### src/common/wit_pkg.sv
// Package with the watch interval timer constants shared by the design files.
package wit_pkg;
  // System clock rate in hertz.
  localparam int WIT_CLK_HZ = 40000000;
  // Subsystem clock rate in hertz, the second watch clock source.
  localparam int WIT_SUB_CLOCK_FREQ_HZ = 32768;
  // Byte address of the watch control register on the register port.
  localparam logic [15:0] WIT_CTRL_ADDR = 16'hff4a;
  // Control register value after reset.
  localparam logic [7:0] WIT_CTRL_RESET = 8'h00;
  // Bits that software can write; bits 3 and 2 always read as zero.
  localparam logic [7:0] WIT_CTRL_MASK = 8'hf3;
  // Field positions inside the control register.
  localparam int WIT_BIT_ENABLE = 0;
  localparam int WIT_BIT_RUN = 1;
  localparam int WIT_SEL_LSB = 4;
  localparam int WIT_BIT_SRC = 7;
  // The main clock is divided by 2^7 = 128 to form the watch clock.
  localparam int WIT_MAIN_DIV_BITS = 7;
  // Prescaler and counter widths.
  localparam int WIT_PRE_BITS = 9;
  localparam int WIT_CNT_BITS = 5;
  // Interval code 0 gives 2^4 watch clock periods; the largest legal code is 5.
  localparam int WIT_INTERVAL_MIN_EXP = 4;
  localparam logic [2:0] WIT_SEL_MAX = 3'h5;
endpackage

### src/hw/wit_prescaler.sv
// Nine-bit watch prescaler with interval tap selection and final-stage carry.
`timescale 1ns/1ps
module wit_prescaler #(
  parameter int PRE_W = 9
) (
  // Clock and reset.
  input wire logic clock,
  input wire logic sys_rst,
  // Control.
  input wire logic clear,
  input wire logic tick,
  input wire logic [2:0] sel,
  // Event pulses, one cycle each.
  output logic interval_pulse,
  output logic carry_pulse
);
  import wit_pkg::*;

  logic [PRE_W-1:0] pre_q, pre_d; // Prescaler stages.
  logic int_q, int_d; // Registered interval event.
  logic car_q, car_d; // Registered final-stage carry.
  logic tap_hit; // All stages below the selected tap are ones.

  // Next-state logic: count watch clock ticks and detect tap roll-overs.
  always_comb begin
    int k;
    k = WIT_INTERVAL_MIN_EXP + int'(sel);
    tap_hit = 1'b1;
    for (int i = 0; i < PRE_W; i++) begin
      if (i < k) begin
        tap_hit = tap_hit & pre_q[i];
      end
    end
    pre_d = pre_q;
    int_d = 1'b0;
    car_d = 1'b0;
    if (clear) begin
      // Clearing drops any pending tick so no stray event leaves.
      pre_d = '0;
    end else if (tick) begin
      pre_d = pre_q + 1'b1;
      // Prohibited codes produce no interval event at all.
      int_d = tap_hit && (sel <= WIT_SEL_MAX);
      car_d = &pre_q;
    end
  end

  // State registers.
  always_ff @(posedge clock) begin
    if (sys_rst) begin
      pre_q <= '0;
      int_q <= 1'b0;
      car_q <= 1'b0;
    end else begin
      pre_q <= pre_d;
      int_q <= int_d;
      car_q <= car_d;
    end
  end

  assign interval_pulse = int_q;
  assign carry_pulse = car_q;
endmodule

### src/hw/wit_top.sv
// Watch interval timer: control register, clock selection, watch counter and interrupt.
`timescale 1ns/1ps

// Behaviour
// - Source bit picks main/128 or subsystem clock.
// - Interval code selects 2^4..2^9; 110/111 prohibited.
// - Run bit counts counter; zero stops and clears.
// - Enable zero stops, clears prescaler and counter.
// - Run clear restarts count, prescaler untouched.
// - Watch interrupt every 2^14 watch ticks; half a second only on subsystem clock.
// - Interval interrupt repeats while enabled.
// - Watch and interval share prescaler and line.
// - Counter starts one prescaler cycle late.
// - Reset clears control register to zero.
// - Byte writes and single-bit writes accepted.
module wit_top (
  // Clock and reset.
  input wire logic clock,
  input wire logic sys_rst,
  // Subsystem clock pin, asynchronous to clock.
  input wire logic sub_clock_pin,
  // Register port.
  input wire logic [15:0] reg_addr,
  input wire logic [7:0] reg_wdata,
  input wire logic reg_wr,
  input wire logic reg_rd,
  output logic [7:0] reg_rdata,
  // Single-bit write port.
  input wire logic reg_bit_wr,
  input wire logic [2:0] reg_bit_sel,
  input wire logic reg_bit_val,
  // Shared interrupt request, one-cycle pulse.
  output logic watch_irq
);
  import wit_pkg::*;

  // Control register and its decoded fields.
  logic [7:0] watch_control_reg_q, watch_control_reg_d;
  logic clock_source_sel; // Watch clock source.
  logic [2:0] interval_sel; // Interval code.
  logic counter_run; // Five-bit counter run.
  logic timer_enable; // Whole timer enable.
  logic addr_hit; // Register port addresses this register.

  // Read data path.
  logic [7:0] rdata_q, rdata_d;

  // Subsystem clock synchroniser and filtered level.
  logic sub_s1_q, sub_s2_q, sub_s3_q;
  logic sub_lvl_q, sub_lvl_d;
  logic sub_tick; // One cycle per subsystem clock rising edge.

  // Main clock divider by 128.
  logic [WIT_MAIN_DIV_BITS-1:0] div_q, div_d;
  logic main_tick;
  logic fw_tick; // Selected watch clock tick.

  // Prescaler outputs.
  logic interval_pulse;
  logic carry_pulse;

  // Five-bit counter and start-delay flag.
  logic [WIT_CNT_BITS-1:0] cnt_q, cnt_d;
  logic armed_q, armed_d;
  logic watch_evt; // Counter overflow this cycle.
  logic irq_q, irq_d;

  assign clock_source_sel = watch_control_reg_q[WIT_BIT_SRC];
  assign interval_sel = watch_control_reg_q[WIT_SEL_LSB +: 3];
  assign counter_run = watch_control_reg_q[WIT_BIT_RUN];
  assign timer_enable = watch_control_reg_q[WIT_BIT_ENABLE];
  assign addr_hit = (reg_addr == WIT_CTRL_ADDR);

  // Register writes: a whole byte, or a single bit; reserved bits stay zero.
  always_comb begin
    watch_control_reg_d = watch_control_reg_q;
    if (reg_wr && addr_hit) begin
      watch_control_reg_d = reg_wdata & WIT_CTRL_MASK;
    end else if (reg_bit_wr && addr_hit) begin
      watch_control_reg_d[reg_bit_sel] = reg_bit_val;
      watch_control_reg_d = watch_control_reg_d & WIT_CTRL_MASK;
    end
    // Read data live only in the cycle after the strobe; unmapped reads give zero.
    rdata_d = 8'h00;
    if (reg_rd && addr_hit) begin
      rdata_d = watch_control_reg_q;
    end
  end

  // Register file flip-flops.
  always_ff @(posedge clock) begin
    if (sys_rst) begin
      watch_control_reg_q <= WIT_CTRL_RESET;
      rdata_q <= 8'h00;
    end else begin
      watch_control_reg_q <= watch_control_reg_d;
      rdata_q <= rdata_d;
    end
  end

  // Synchroniser: only the second stage reads the first; the filtered level
  // moves once the second and third stages agree, which rejects a single-cycle glitch.
  always_ff @(posedge clock) begin
    if (sys_rst) begin
      sub_s1_q <= 1'b0;
      sub_s2_q <= 1'b0;
      sub_s3_q <= 1'b0;
    end else begin
      sub_s1_q <= sub_clock_pin;
      sub_s2_q <= sub_s1_q;
      sub_s3_q <= sub_s2_q;
    end
  end

  // Filtered level and tick generation for both watch clock sources.
  always_comb begin
    sub_lvl_d = sub_lvl_q;
    if (sub_s2_q == sub_s3_q) begin
      sub_lvl_d = sub_s3_q;
    end
    sub_tick = sub_lvl_d && !sub_lvl_q;
    // The divider is held cleared while stopped so the first period is full length.
    div_d = div_q + 1'b1;
    if (!timer_enable || clock_source_sel) begin
      div_d = '0;
    end
    main_tick = timer_enable && !clock_source_sel && (&div_q);
    fw_tick = clock_source_sel ? (timer_enable && sub_tick) : main_tick;
  end

  // Source selection registers.
  always_ff @(posedge clock) begin
    if (sys_rst) begin
      sub_lvl_q <= 1'b0;
      div_q <= '0;
    end else begin
      sub_lvl_q <= sub_lvl_d;
      div_q <= div_d;
    end
  end

  // Shared prescaler feeds both the interval tap and the counter carry.
  wit_prescaler #(
    .PRE_W(WIT_PRE_BITS)
  ) u_prescaler (
    .clock(clock),
    .sys_rst(sys_rst),
    .clear(!timer_enable),
    .tick(fw_tick),
    .sel(interval_sel),
    .interval_pulse(interval_pulse),
    .carry_pulse(carry_pulse)
  );

  // Counter: the first carry after start only arms it, so the first watch
  // event lands one prescaler period late; later ones come every 2^14 ticks.
  always_comb begin
    cnt_d = cnt_q;
    armed_d = armed_q;
    watch_evt = 1'b0;
    if (!timer_enable || !counter_run) begin
      // Run clear restarts from zero; the prescaler keeps going.
      cnt_d = '0;
      armed_d = 1'b0;
    end else if (carry_pulse) begin
      if (!armed_q) begin
        armed_d = 1'b1;
      end else begin
        cnt_d = cnt_q + 1'b1;
        watch_evt = &cnt_q;
      end
    end
    // Both events share the one request line.
    irq_d = watch_evt || (timer_enable && interval_pulse);
  end

  // Counter and interrupt registers.
  always_ff @(posedge clock) begin
    if (sys_rst) begin
      cnt_q <= '0;
      armed_q <= 1'b0;
      irq_q <= 1'b0;
    end else begin
      cnt_q <= cnt_d;
      armed_q <= armed_d;
      irq_q <= irq_d;
    end
  end

  assign reg_rdata = rdata_q;
  assign watch_irq = irq_q;
endmodule

### config.mk
export PLATFORM = sky130hd
export DESIGN_NAME = wit_top
export DESIGN_NICKNAME = d
export VERILOG_FILES = /design/src/common/wit_pkg.sv /design/src/hw/wit_prescaler.sv /design/src/hw/wit_top.sv
export SDC_FILE = /design/constraint.sdc
export NUM_CORES = 1
export LEC_CHECK = 0
export BUFFER_PORTS_ARGS = -buffer_cell sky130_fd_sc_hd__buf_4
export CORE_ASPECT_RATIO = 0.75
export CORE_MARGIN = 5
export CORE_UTILIZATION = 53
export CTS_CLUSTER_DIAMETER = 100
export DETAILED_ROUTE_END_ITERATION = 10
export GPL_ROUTABILITY_DRIVEN = 0
export PLACE_DENSITY = 0.87
export SYNTH_ARGS = -nofsm -noshare
export SYNTH_HDL_FRONTEND = slang
export SYNTH_SLANG_ARGS = --single-unit
### constraint.sdc
create_clock -name clock -period 2.5 [get_ports clock]
set_clock_uncertainty 0.2 [all_clocks]
set_input_delay 0.5 -clock clock [delete_from_list [all_inputs] [get_ports clock]]
set_output_delay 0.5 -clock clock [all_outputs]
set_load 0.03 [all_outputs]
# --- After elaboration in Yosys (flattened, before gate mapping) ---
# Index checks and enable logic that the tools add are counted.
# Widths: inputs -> output; s select.
classes:
  add_sub_neg: 4
  order_cmp: 12
  n_eq_ne: 2
  mux: 19
  bitwise_logic: 11
  reduce_logical: 27
ops:
  columns: ["cell", "count"]
  rows:
  - ["$lt 4x32->1 const A", 4]
  - ["$lt 3x32->1 const A", 2]
  - ["$lt 1x32->1 const A", 1]
  - ["$lt 2x32->1 const A", 1]
  - ["$lt 5x32->1 const A", 1]
  - ["$eq 16x16->1 const B", 1]
  - ["$mux 8", 2]
  - ["$mux 1", 15]
  - ["$logic_and 1x1->1", 10]
  - ["$add 9x1->9 const B", 1]
  - ["$reduce_and 9->1", 1]
  - ["$and 1x1->1", 8]
  - ["$bwmux 8", 1]
  - ["$reduce_or 2->1", 4]
  - ["$add 7x1->7 const B", 1]
  - ["$reduce_and 7->1", 1]
  - ["$add 5x1->5 const B", 1]
  - ["$reduce_and 5->1", 1]
  - ["$add 3x3->4 const A", 1]
  - ["$logic_not 1->1", 4]
  - ["$lt 3x4->1 const B", 1]
  - ["$demux 1 s3", 1]
  - ["$ge 3x1->1 const B", 1]
  - ["$le 3x3->1 const B", 1]
  - ["other kinds (6)", 10]
word_totals:
  ff_bits: 41
  input_bits: 34
  word_cells: 88

# --- Longest topological paths before layout ---
# Gate-level depths: netlist (run 1).
logic_depth:
  depth_word: 20
  mapped_depth: 6
  ltp_nobuf: 6

# --- Modules after synthesis ---
# From an unflattened synthesis (run 1), not the netlist that was laid out.
unflattened:
  hier_cells: 205
  area_unflattened_um2: 1879.3
modules_own_cells:
  columns: ["mod", "instances", "cells_per_inst", "area_per_inst_um2"]
  rows:
  - ["wit_top", 1, 146, 1333.8]
  - ["wit_prescaler", 1, 59, 545.5]

# --- Worst setup path after synthesis (run 1) ---
# No wires, ideal clock.
synth_path:
  path_kind: "input -> register"
  start: "in reg_addr[4]"
  end: "reg watch_control_reg_q[1]"
  setup_ps: 117
  arrival_time_ps: 1753
  required_time_ps: 2183
  path_slack_ps: 430
  stages: 5
  path_buffers: 1
  cell_sequence: "or4b_4 > nor4_4 > buf_6 > nand3_1 > and4bb_1"
synth_between:
  elab_chain_cells: 3
synth_rtl:
  columns: ["item", "line", "source"]
  rows:
  - ["from (decl)", "wit_top.sv:23", "input wire logic [15:0] reg_addr,"]
  - ["$eq 16x16->1 *", "wit_top.sv:72", "assign addr_hit = (reg_addr == WIT_CTRL_ADDR);"]
  - ["$logic_and 1x1->1 (on tied branches)", "wit_top.sv:77, wit_top.sv:79", null]
  - ["$mux 8 / $reduce_bool 2->1 (equally long branches)", null, null]
  - ["to (signal assigned)", "wit_top.sv:96", "watch_control_reg_q <= watch_control_reg_d;"]
  - ["to (decl)", "wit_top.sv:38", "logic [7:0] watch_control_reg_q, watch_control_reg_d;"]
# Every way passes the cells marked *; elsewhere a longest branch is shown, timed or not.
# A chain may end at the register's enable or synchronous reset.

# --- Worst setup path after layout (run 1) ---
layout_path:
  start: "reg div_q[0]"
  end: "reg u_prescaler.pre_q[7]"
layout_between:
  elab_chain_cells: 3
layout_rtl:
  columns: ["item", "line", "source"]
  rows:
  - ["from (decl)", "wit_top.sv:54", "logic [WIT_MAIN_DIV_BITS-1:0] div_q, div_d;"]
  - ["from (signal assigned)", "wit_top.sv:138", "div_q <= div_d;"]
  - ["$reduce_and 7->1", "wit_top.sv:127", "main_tick = timer_enable && !clock_source_sel && (&div_q);"]
  - ["$logic_and 1x1->1", "wit_top.sv:127", null]
  - ["$mux 1", "wit_top.sv:128", "fw_tick = clock_source_sel ? (timer_enable && sub_tick) : main_tick;"]
  - ["to (signal assigned)", "wit_prescaler.sv:55", "pre_q <= pre_d;"]
  - ["to (decl)", "wit_prescaler.sv:19", "logic [PRE_W-1:0] pre_q, pre_d;"]
# Every way passes these cells.

==> results of run 1 <==
## per-stage QoR
stage,power (W),utilization [%]
after floorplan,0.000701,-
after global placement,0.000742,63.1
after detailed placement,0.000743,63.1
after CTS,0.00114,65.3
after global routing,0.00117,65.3
final,0.00113,65.3
## worst max-delay path, delay by kind of cell (launching register included)
kind | cells | cell delay [ps]
simple gates | 2 | 600
compound gates | 1 | 450
flops | 1 | 350
mux | 1 | 220
fa+ha+maj | 1 | 180
## metal layers
layer | wire length (um) | vias up | part of all wire, % | GRT usage (%)
met1 | 1750 | 746 | 45 | 21.6
met4 | 51 | 0 | 1.3 | 9.66
met3 | 271 | 4 | 6.9 | 4.19
met2 | 1840 | 57 | 47 | 27.5
li1 | - | 835 | - | -
met5 | 0 | - | 0 | 0
## layout by cell type, fill, tap and decap left out, types with 5 or more instances in the layout
cell	n
nand3_1	11
mux2i_1	6
nor2b_1	8
ha_1	6
nand4_1	6
nor2_1	16
nand2b_1	7
clkbuf_8	5
nand2_1	19
o21ai_0	9
dfxtp_1	41
buf_4	39
a21oi_1	14
and2_1	7
## flip-flops by register name (all words and copies together), names as in the netlist
register,flops
watch_irq,1
u_prescaler.carry_pulse,1
watch_control_reg_q,6
sub_lvl_q,1
cnt_q,5
sub_s1_q,1
u_prescaler.pre_q,9
u_prescaler.interval_pulse,1
sub_s2_q,1
div_q,7
reg_rdata,6
sub_s3_q,1
armed_q,1
## power breakdown
group	total, W	switching (W)	leakage, nW	internal [W]
registers	0.000656	0.000000918	0.331	0.000655
logic	0.0000725	0.0000297	0.529	0.0000428
clock network	0.000402	0.000204	0.0395	0.000198
total	0.00113	0.000234	0.899	0.000896
## kinds of logic (layout without fill, tap and decap cells)
kind of cell | Yosys count | after routing | share of synthesized area (%)
adder cells (fa/ha/maj) | 6 | 6 | 3.89
buffers and inverters | 12 | 52 | 3.18
AND/OR/NAND/NOR | 96 | 96 | 28.6
AO/OA/AOI/OAI | 43 | 43 | 15.2
XOR/XNOR | 7 | 7 | 3.18
flip-flops | 41 | 41 | 42.6
multiplexers | 6 | 6 | 3.11
other | 1 | 2 | 0.194
## how the worst max path moves through the flow
stage | to | start | depth (start not counted) | slack, ps
after floorplan | watch_control_reg_q[1]$_SDFFE_PP0P_ | reg_addr[4] | 5 | 430
after global placement | reg_rdata[0]$_SDFF_PP0_ | reg_addr[4] | 6 | 340
after detailed placement | reg_rdata[0]$_SDFF_PP0_ | reg_addr[4] | 6 | 320
after CTS | u_prescaler.pre_q[7]$_SDFFE_PP0P_ | div_q[0]$_SDFF_PP0_ | 5 | 450
after global routing | u_prescaler.pre_q[7]$_SDFFE_PP0P_ | div_q[0]$_SDFF_PP0_ | 5 | 280
final | u_prescaler.pre_q[7]$_SDFFE_PP0P_ | div_q[0]$_SDFF_PP0_ | 5 | 420
## layout make-up
| type | instances | area, um^2 | area share [%] |
|---|---|---|---|
| multi-input cells | 160 | 1050 | 44.8 |
| flip-flops and latches | 41 | 821 | 35.0 |
| repair buffers | 40 | 313 | 13.3 |
| clock buffers | 8 | 80.1 | 3.42 |
| well taps | 52 | 65.1 | 2.78 |
| inverters | 4 | 15.0 | 0.641 |
==> results.tsv, run 1 <==
metric	value	unit
outcome	completed	
preCtsSetupSlack	318	ps
synth_top_area_share	42.6	%
drive_gt1_share	22.1	%
worstSkewPairLatency	280	ps
cp.required	2510	ps
yosysSeqAreaShare	42.6	%
setup_viol	0	
via_per_inst	5.38	
cts_tree	done	
synth_area_leaders	dfxtp_1 (43%), ha_1 (3.9%), nand2_1 (3.7%), a21oi_1 (3.6%), mux2i_1 (3.1%)	
min_path_cells	2	
grt_pass1_wl	7.01	mm
slew_viol_final	0	
syn_to_final_growth	21.5	%
setup_ws	421	ps
final_area	2340	um^2
hold_class	input pin to register	
dpl_cell_area	2260	um^2
synth_ff_type	dfxtp_1	
die_w	79.6	um
die_h	62.2	um
endpoint_kind	register	
tns	0	ps
min_from	sub_clock_pin	
grt_pass1_vias	1654	
avgSynthCellArea	9.09	um^2
root_buffer	clkbuf_8	
grt_overflow	0	
slowest_delay	450	ps
hold_path_end	sub_s1_q$_SDFF_PP0_	
rows	19	
drc	0	
io_pins	43	
startpoint_type	register	
yosysMostFrequentCell	dfxtp_1	
yosys_warnings	0	
syn_inst	212	
r2r-end	u_prescaler.pre_q[7]$_SDFFE_PP0P_	
dp.cells	297	
numClockSinks	41	
rr_worst_depth	5	
cts_made_buffers	5	
cts_setup_buffers	0	
worstPathArrival	2090	ps
cp_max_fo	10	
crit_chain	ha_1 -> and3_1 -> nand4_1 -> a211oi_1 -> mux2i_1	
finalHoldViolations	0	
ant_nets	0	
min_period	2080	ps
htree_levels	2	
slowest_stage	a211oi_1	
synth-seq-cells	41	
dp_hpwl	2.98	mm
drt_iter0_markers	96	
portBuffers	38	
fp.dieArea	4960	um^2
rr_startpoint	div_q[0]$_SDFF_PP0_	
layoutNonFillerInstCount	305	
maxCapViolations	0	
power.leakage	0.899	nW
cts.repair.resized	0	
async_reset_ff_share	0	%
wl_per_cell	12.8	um
fin_crit_sh	83.2	%
dr.pass1.iters	4	
synth_top_cell_by_area	dfxtp_1	
vdd_drop_max	0.300	mV
timing.hold.ws	226	ps
grtUsageTotal	17.4	%
powerDensity	482	nW/um^2
grt_max_degree	18	
crit_type	register to register	
coreArea	3590	um^2
cts.path.max_buffers	2	
r2r_slack	420	ps
n_antenna_cell	0	
clk_pin_slew	70	ps
antenna_found_initial	0	
cts_hold_buf	0	
fmax	0.481	GHz
synth_cell_types	45	
final_nets	292	
syn_area	1930	um^2
synth_common_cells	dfxtp_1 (41), nand2_1 (19), nor2_1 (16)	
rsz0062_at_grt	false	
synth_edf_count	0	
num_vias	1642	
start_util	53.7	%
fillers	289	
drt-total-wl	3.91	mm
Note: power is estimated with default switching activity, not from simulation.
==> run 2, diff against run 1 <==
- clock period: 2.5 -> 2 ns (I/O delays scaled with it)
==> run 2 against run 1 <==
Count of clock-buffer cells in the layout fell by 1. Combinational power rose by 25%. Worst setup slack got worse by 270 ps. Via count is 1.9% higher. Sequential cell count did not move. Critical path depth rose by 1. Critical endpoint is now u_prescaler.pre_q[3]$_SDFFE_PP0P_. Highest routed layer unchanged. Non-clock buffer count up 4. Register-to-register slack got worse by 270 ps. Total power increased by 40%. Critical path type unchanged. Clock power increased by 67%.
==> results.tsv, run 2 (synthesized netlist as in run 1, its figures left out) <==
metric	value	unit	change
dp_hpwl	3.05	mm	+2.2%
r2r_slack	150	ps	-270 ps
min_path_cells	2		unchanged
crit_type	register to register		
grt_pass1_vias	1624		-1.8%
dr.pass1.iters	4		unchanged
drt_iter0_markers	102		+6.3%
worstPathArrival	1870	ps	-220 ps
grt_max_degree	18		unchanged
clk_pin_slew	70	ps	about the same
powerDensity	653	nW/um^2	+36%
grt_pass1_wl	7.04	mm	+0.40%
syn_to_final_growth	25.6	%	
timing.hold.ws	112	ps	-114 ps
via_per_inst	5.41		+0.57%
slew_viol_final	0		unchanged
portBuffers	38		unchanged
antenna_found_initial	0		unchanged
cts_made_buffers	5		unchanged
power.leakage	0.937	nW	+4.1%
io_pins	43		unchanged
grt_use_met2	28.7	%	+1.2 points
rows	19		unchanged
cp_max_fo	6		-4
ant_nets	0		unchanged
fmax	0.541	GHz	+13%
cp.required	2020	ps	-490 ps
min_period	1850	ps	-232 ps
fp.dieArea	4960	um^2	unchanged
rr_startpoint	div_q[0]$_SDFF_PP0_		
die_w	79.6	um	unchanged
root_buffer	clkbuf_8		
hold_class	input pin to register		
n_antenna_cell	0		unchanged
drive_gt1_share	24.9	%	+2.8 points
grt_use_met3	4.48	%	+0.29 points
worstSkewPairLatency	300	ps	+20 ps
largest-register	u_prescaler.pre_q		
multiInputGateArea	1060	um^2	+1.1%
grt_overflow	0		unchanged
r2r-end	u_prescaler.pre_q[3]$_SDFFE_PP0P_		
vdd_drop_max	0.455	mV	+52%
finalHoldViolations	0		unchanged
final_common_cell	buf_4		
cts_hold_buf	0		unchanged
start_util	53.7	%	unchanged
rsz0062_at_grt	false		
final_cell_mix	buf_4 (43), dfxtp_1 (41), nand2_1 (19)		
drt-total-wl	4.05	mm	+3.5%
grtUsageTotal	17.7	%	+0.26 points
fin_crit_sh	92.4	%	+9.2 points
cts_tree	done		
largest_reg_flops	9		unchanged
regArea	821	um^2	unchanged
drc	0		unchanged
min_from	sub_clock_pin		
cts.path.max_buffers	2		unchanged
setup_viol	0		unchanged
outcome	completed		
startpoint_type	register		
die_h	62.2	um	unchanged
met1_usage	21.7	%	+0.078 points
rr_worst_depth	6		+1
hold_path_end	sub_s1_q$_SDFF_PP0_		
num_vias	1673		+1.9%
htree_levels	2		unchanged
fillers	295		+2.1%
final_nets	296		+1.4%
reg.largest.list	u_prescaler.pre_q: 9 flops, div_q: 7 flops		
top_usage_layer	met2		
totalPowerFinal	0.00158	W	+40%
endpoint_kind	register		
coreArea	3590	um^2	unchanged
maxCapViolations	0		unchanged
wl_per_cell	13.1	um	+2.1%
numClockSinks	41		unchanged
==> run 2: cell count changes in the layout (fill, tap and decap cells not counted), sizes merged <==
cell and change:
buf +4, bufinv +1, clkbuf -1
==> run 2: repair_timing <==
action | CTS | global route
setup endpoints to repair | 0 | 4
buffers inserted | 0 | 1
resized for setup | 0 | 3
==> run 2: how the worst max path moves through the flow <==
stage	from	end	slack [ps]	cells past startpoint
6_report	div_q[0]$_SDFF_PP0_	u_prescaler.pre_q[3]$_SDFFE_PP0P_	150	6
5_1_grt	div_q[0]$_SDFF_PP0_	u_prescaler.pre_q[3]$_SDFFE_PP0P_	40	6
4_1_cts	div_q[0]$_SDFF_PP0_	u_prescaler.pre_q[5]$_SDFFE_PP0P_	110	5
3_5_place_dp	reg_addr[4]	reg_rdata[7]$_SDFF_PP0_	-70	6
3_3_place_gp	reg_addr[4]	reg_rdata[6]$_SDFF_PP0_	-60	6
2_1_floorplan	reg_addr[4]	watch_control_reg_q[1]$_SDFFE_PP0P_	30	5
==> run 2: critical path: stages (launching register included) <==
cell and delay, ps:
dfxtp_1 360, ha_1 180, and3_1 240, nand4_1 120, buf_4 180, a2111o_1 420, o21ai_0 90
==> run 2: layout make-up <==
type / instances / area share, %
timing repair buffer: 44 / 14.2
clock buffer: 7 / 3.57
sequential: 41 / 33.9
tap: 52 / 2.69
inverter: 4 / 0.620
multi-input combinational: 160 / 43.8
clock inverter: 1 / 1.24
==> run 2: metal layers <==
layer,vias to the layer above,share of wire (%)
li1,851,-
met1,759,45
met2,56,46
met3,7,7.8
met4,0,1.6
met5,-,0
==> run 2: metrics by stage <==
stage                     area, um^2  std cells  utilization, %  worst slack, ps  setup TNS (ps)
after floorplan                 1930        213               -             29.6               0
after global placement          2290        300            63.7            -58.7            -400
after detailed placement        2290        300            63.7            -65.2            -501
after CTS                       2400        308            66.9              106               0
after global routing            2420        309            67.4             44.8               0
final                           2420        309            67.4              153               0
==> run 2: power breakdown <==
part	leakage (nW)	internal [W]	switching, W
clock network	0.0585	0.000406	0.000266
logic	0.548	0.0000535	0.0000368
registers	0.331	0.000818	0.00000114
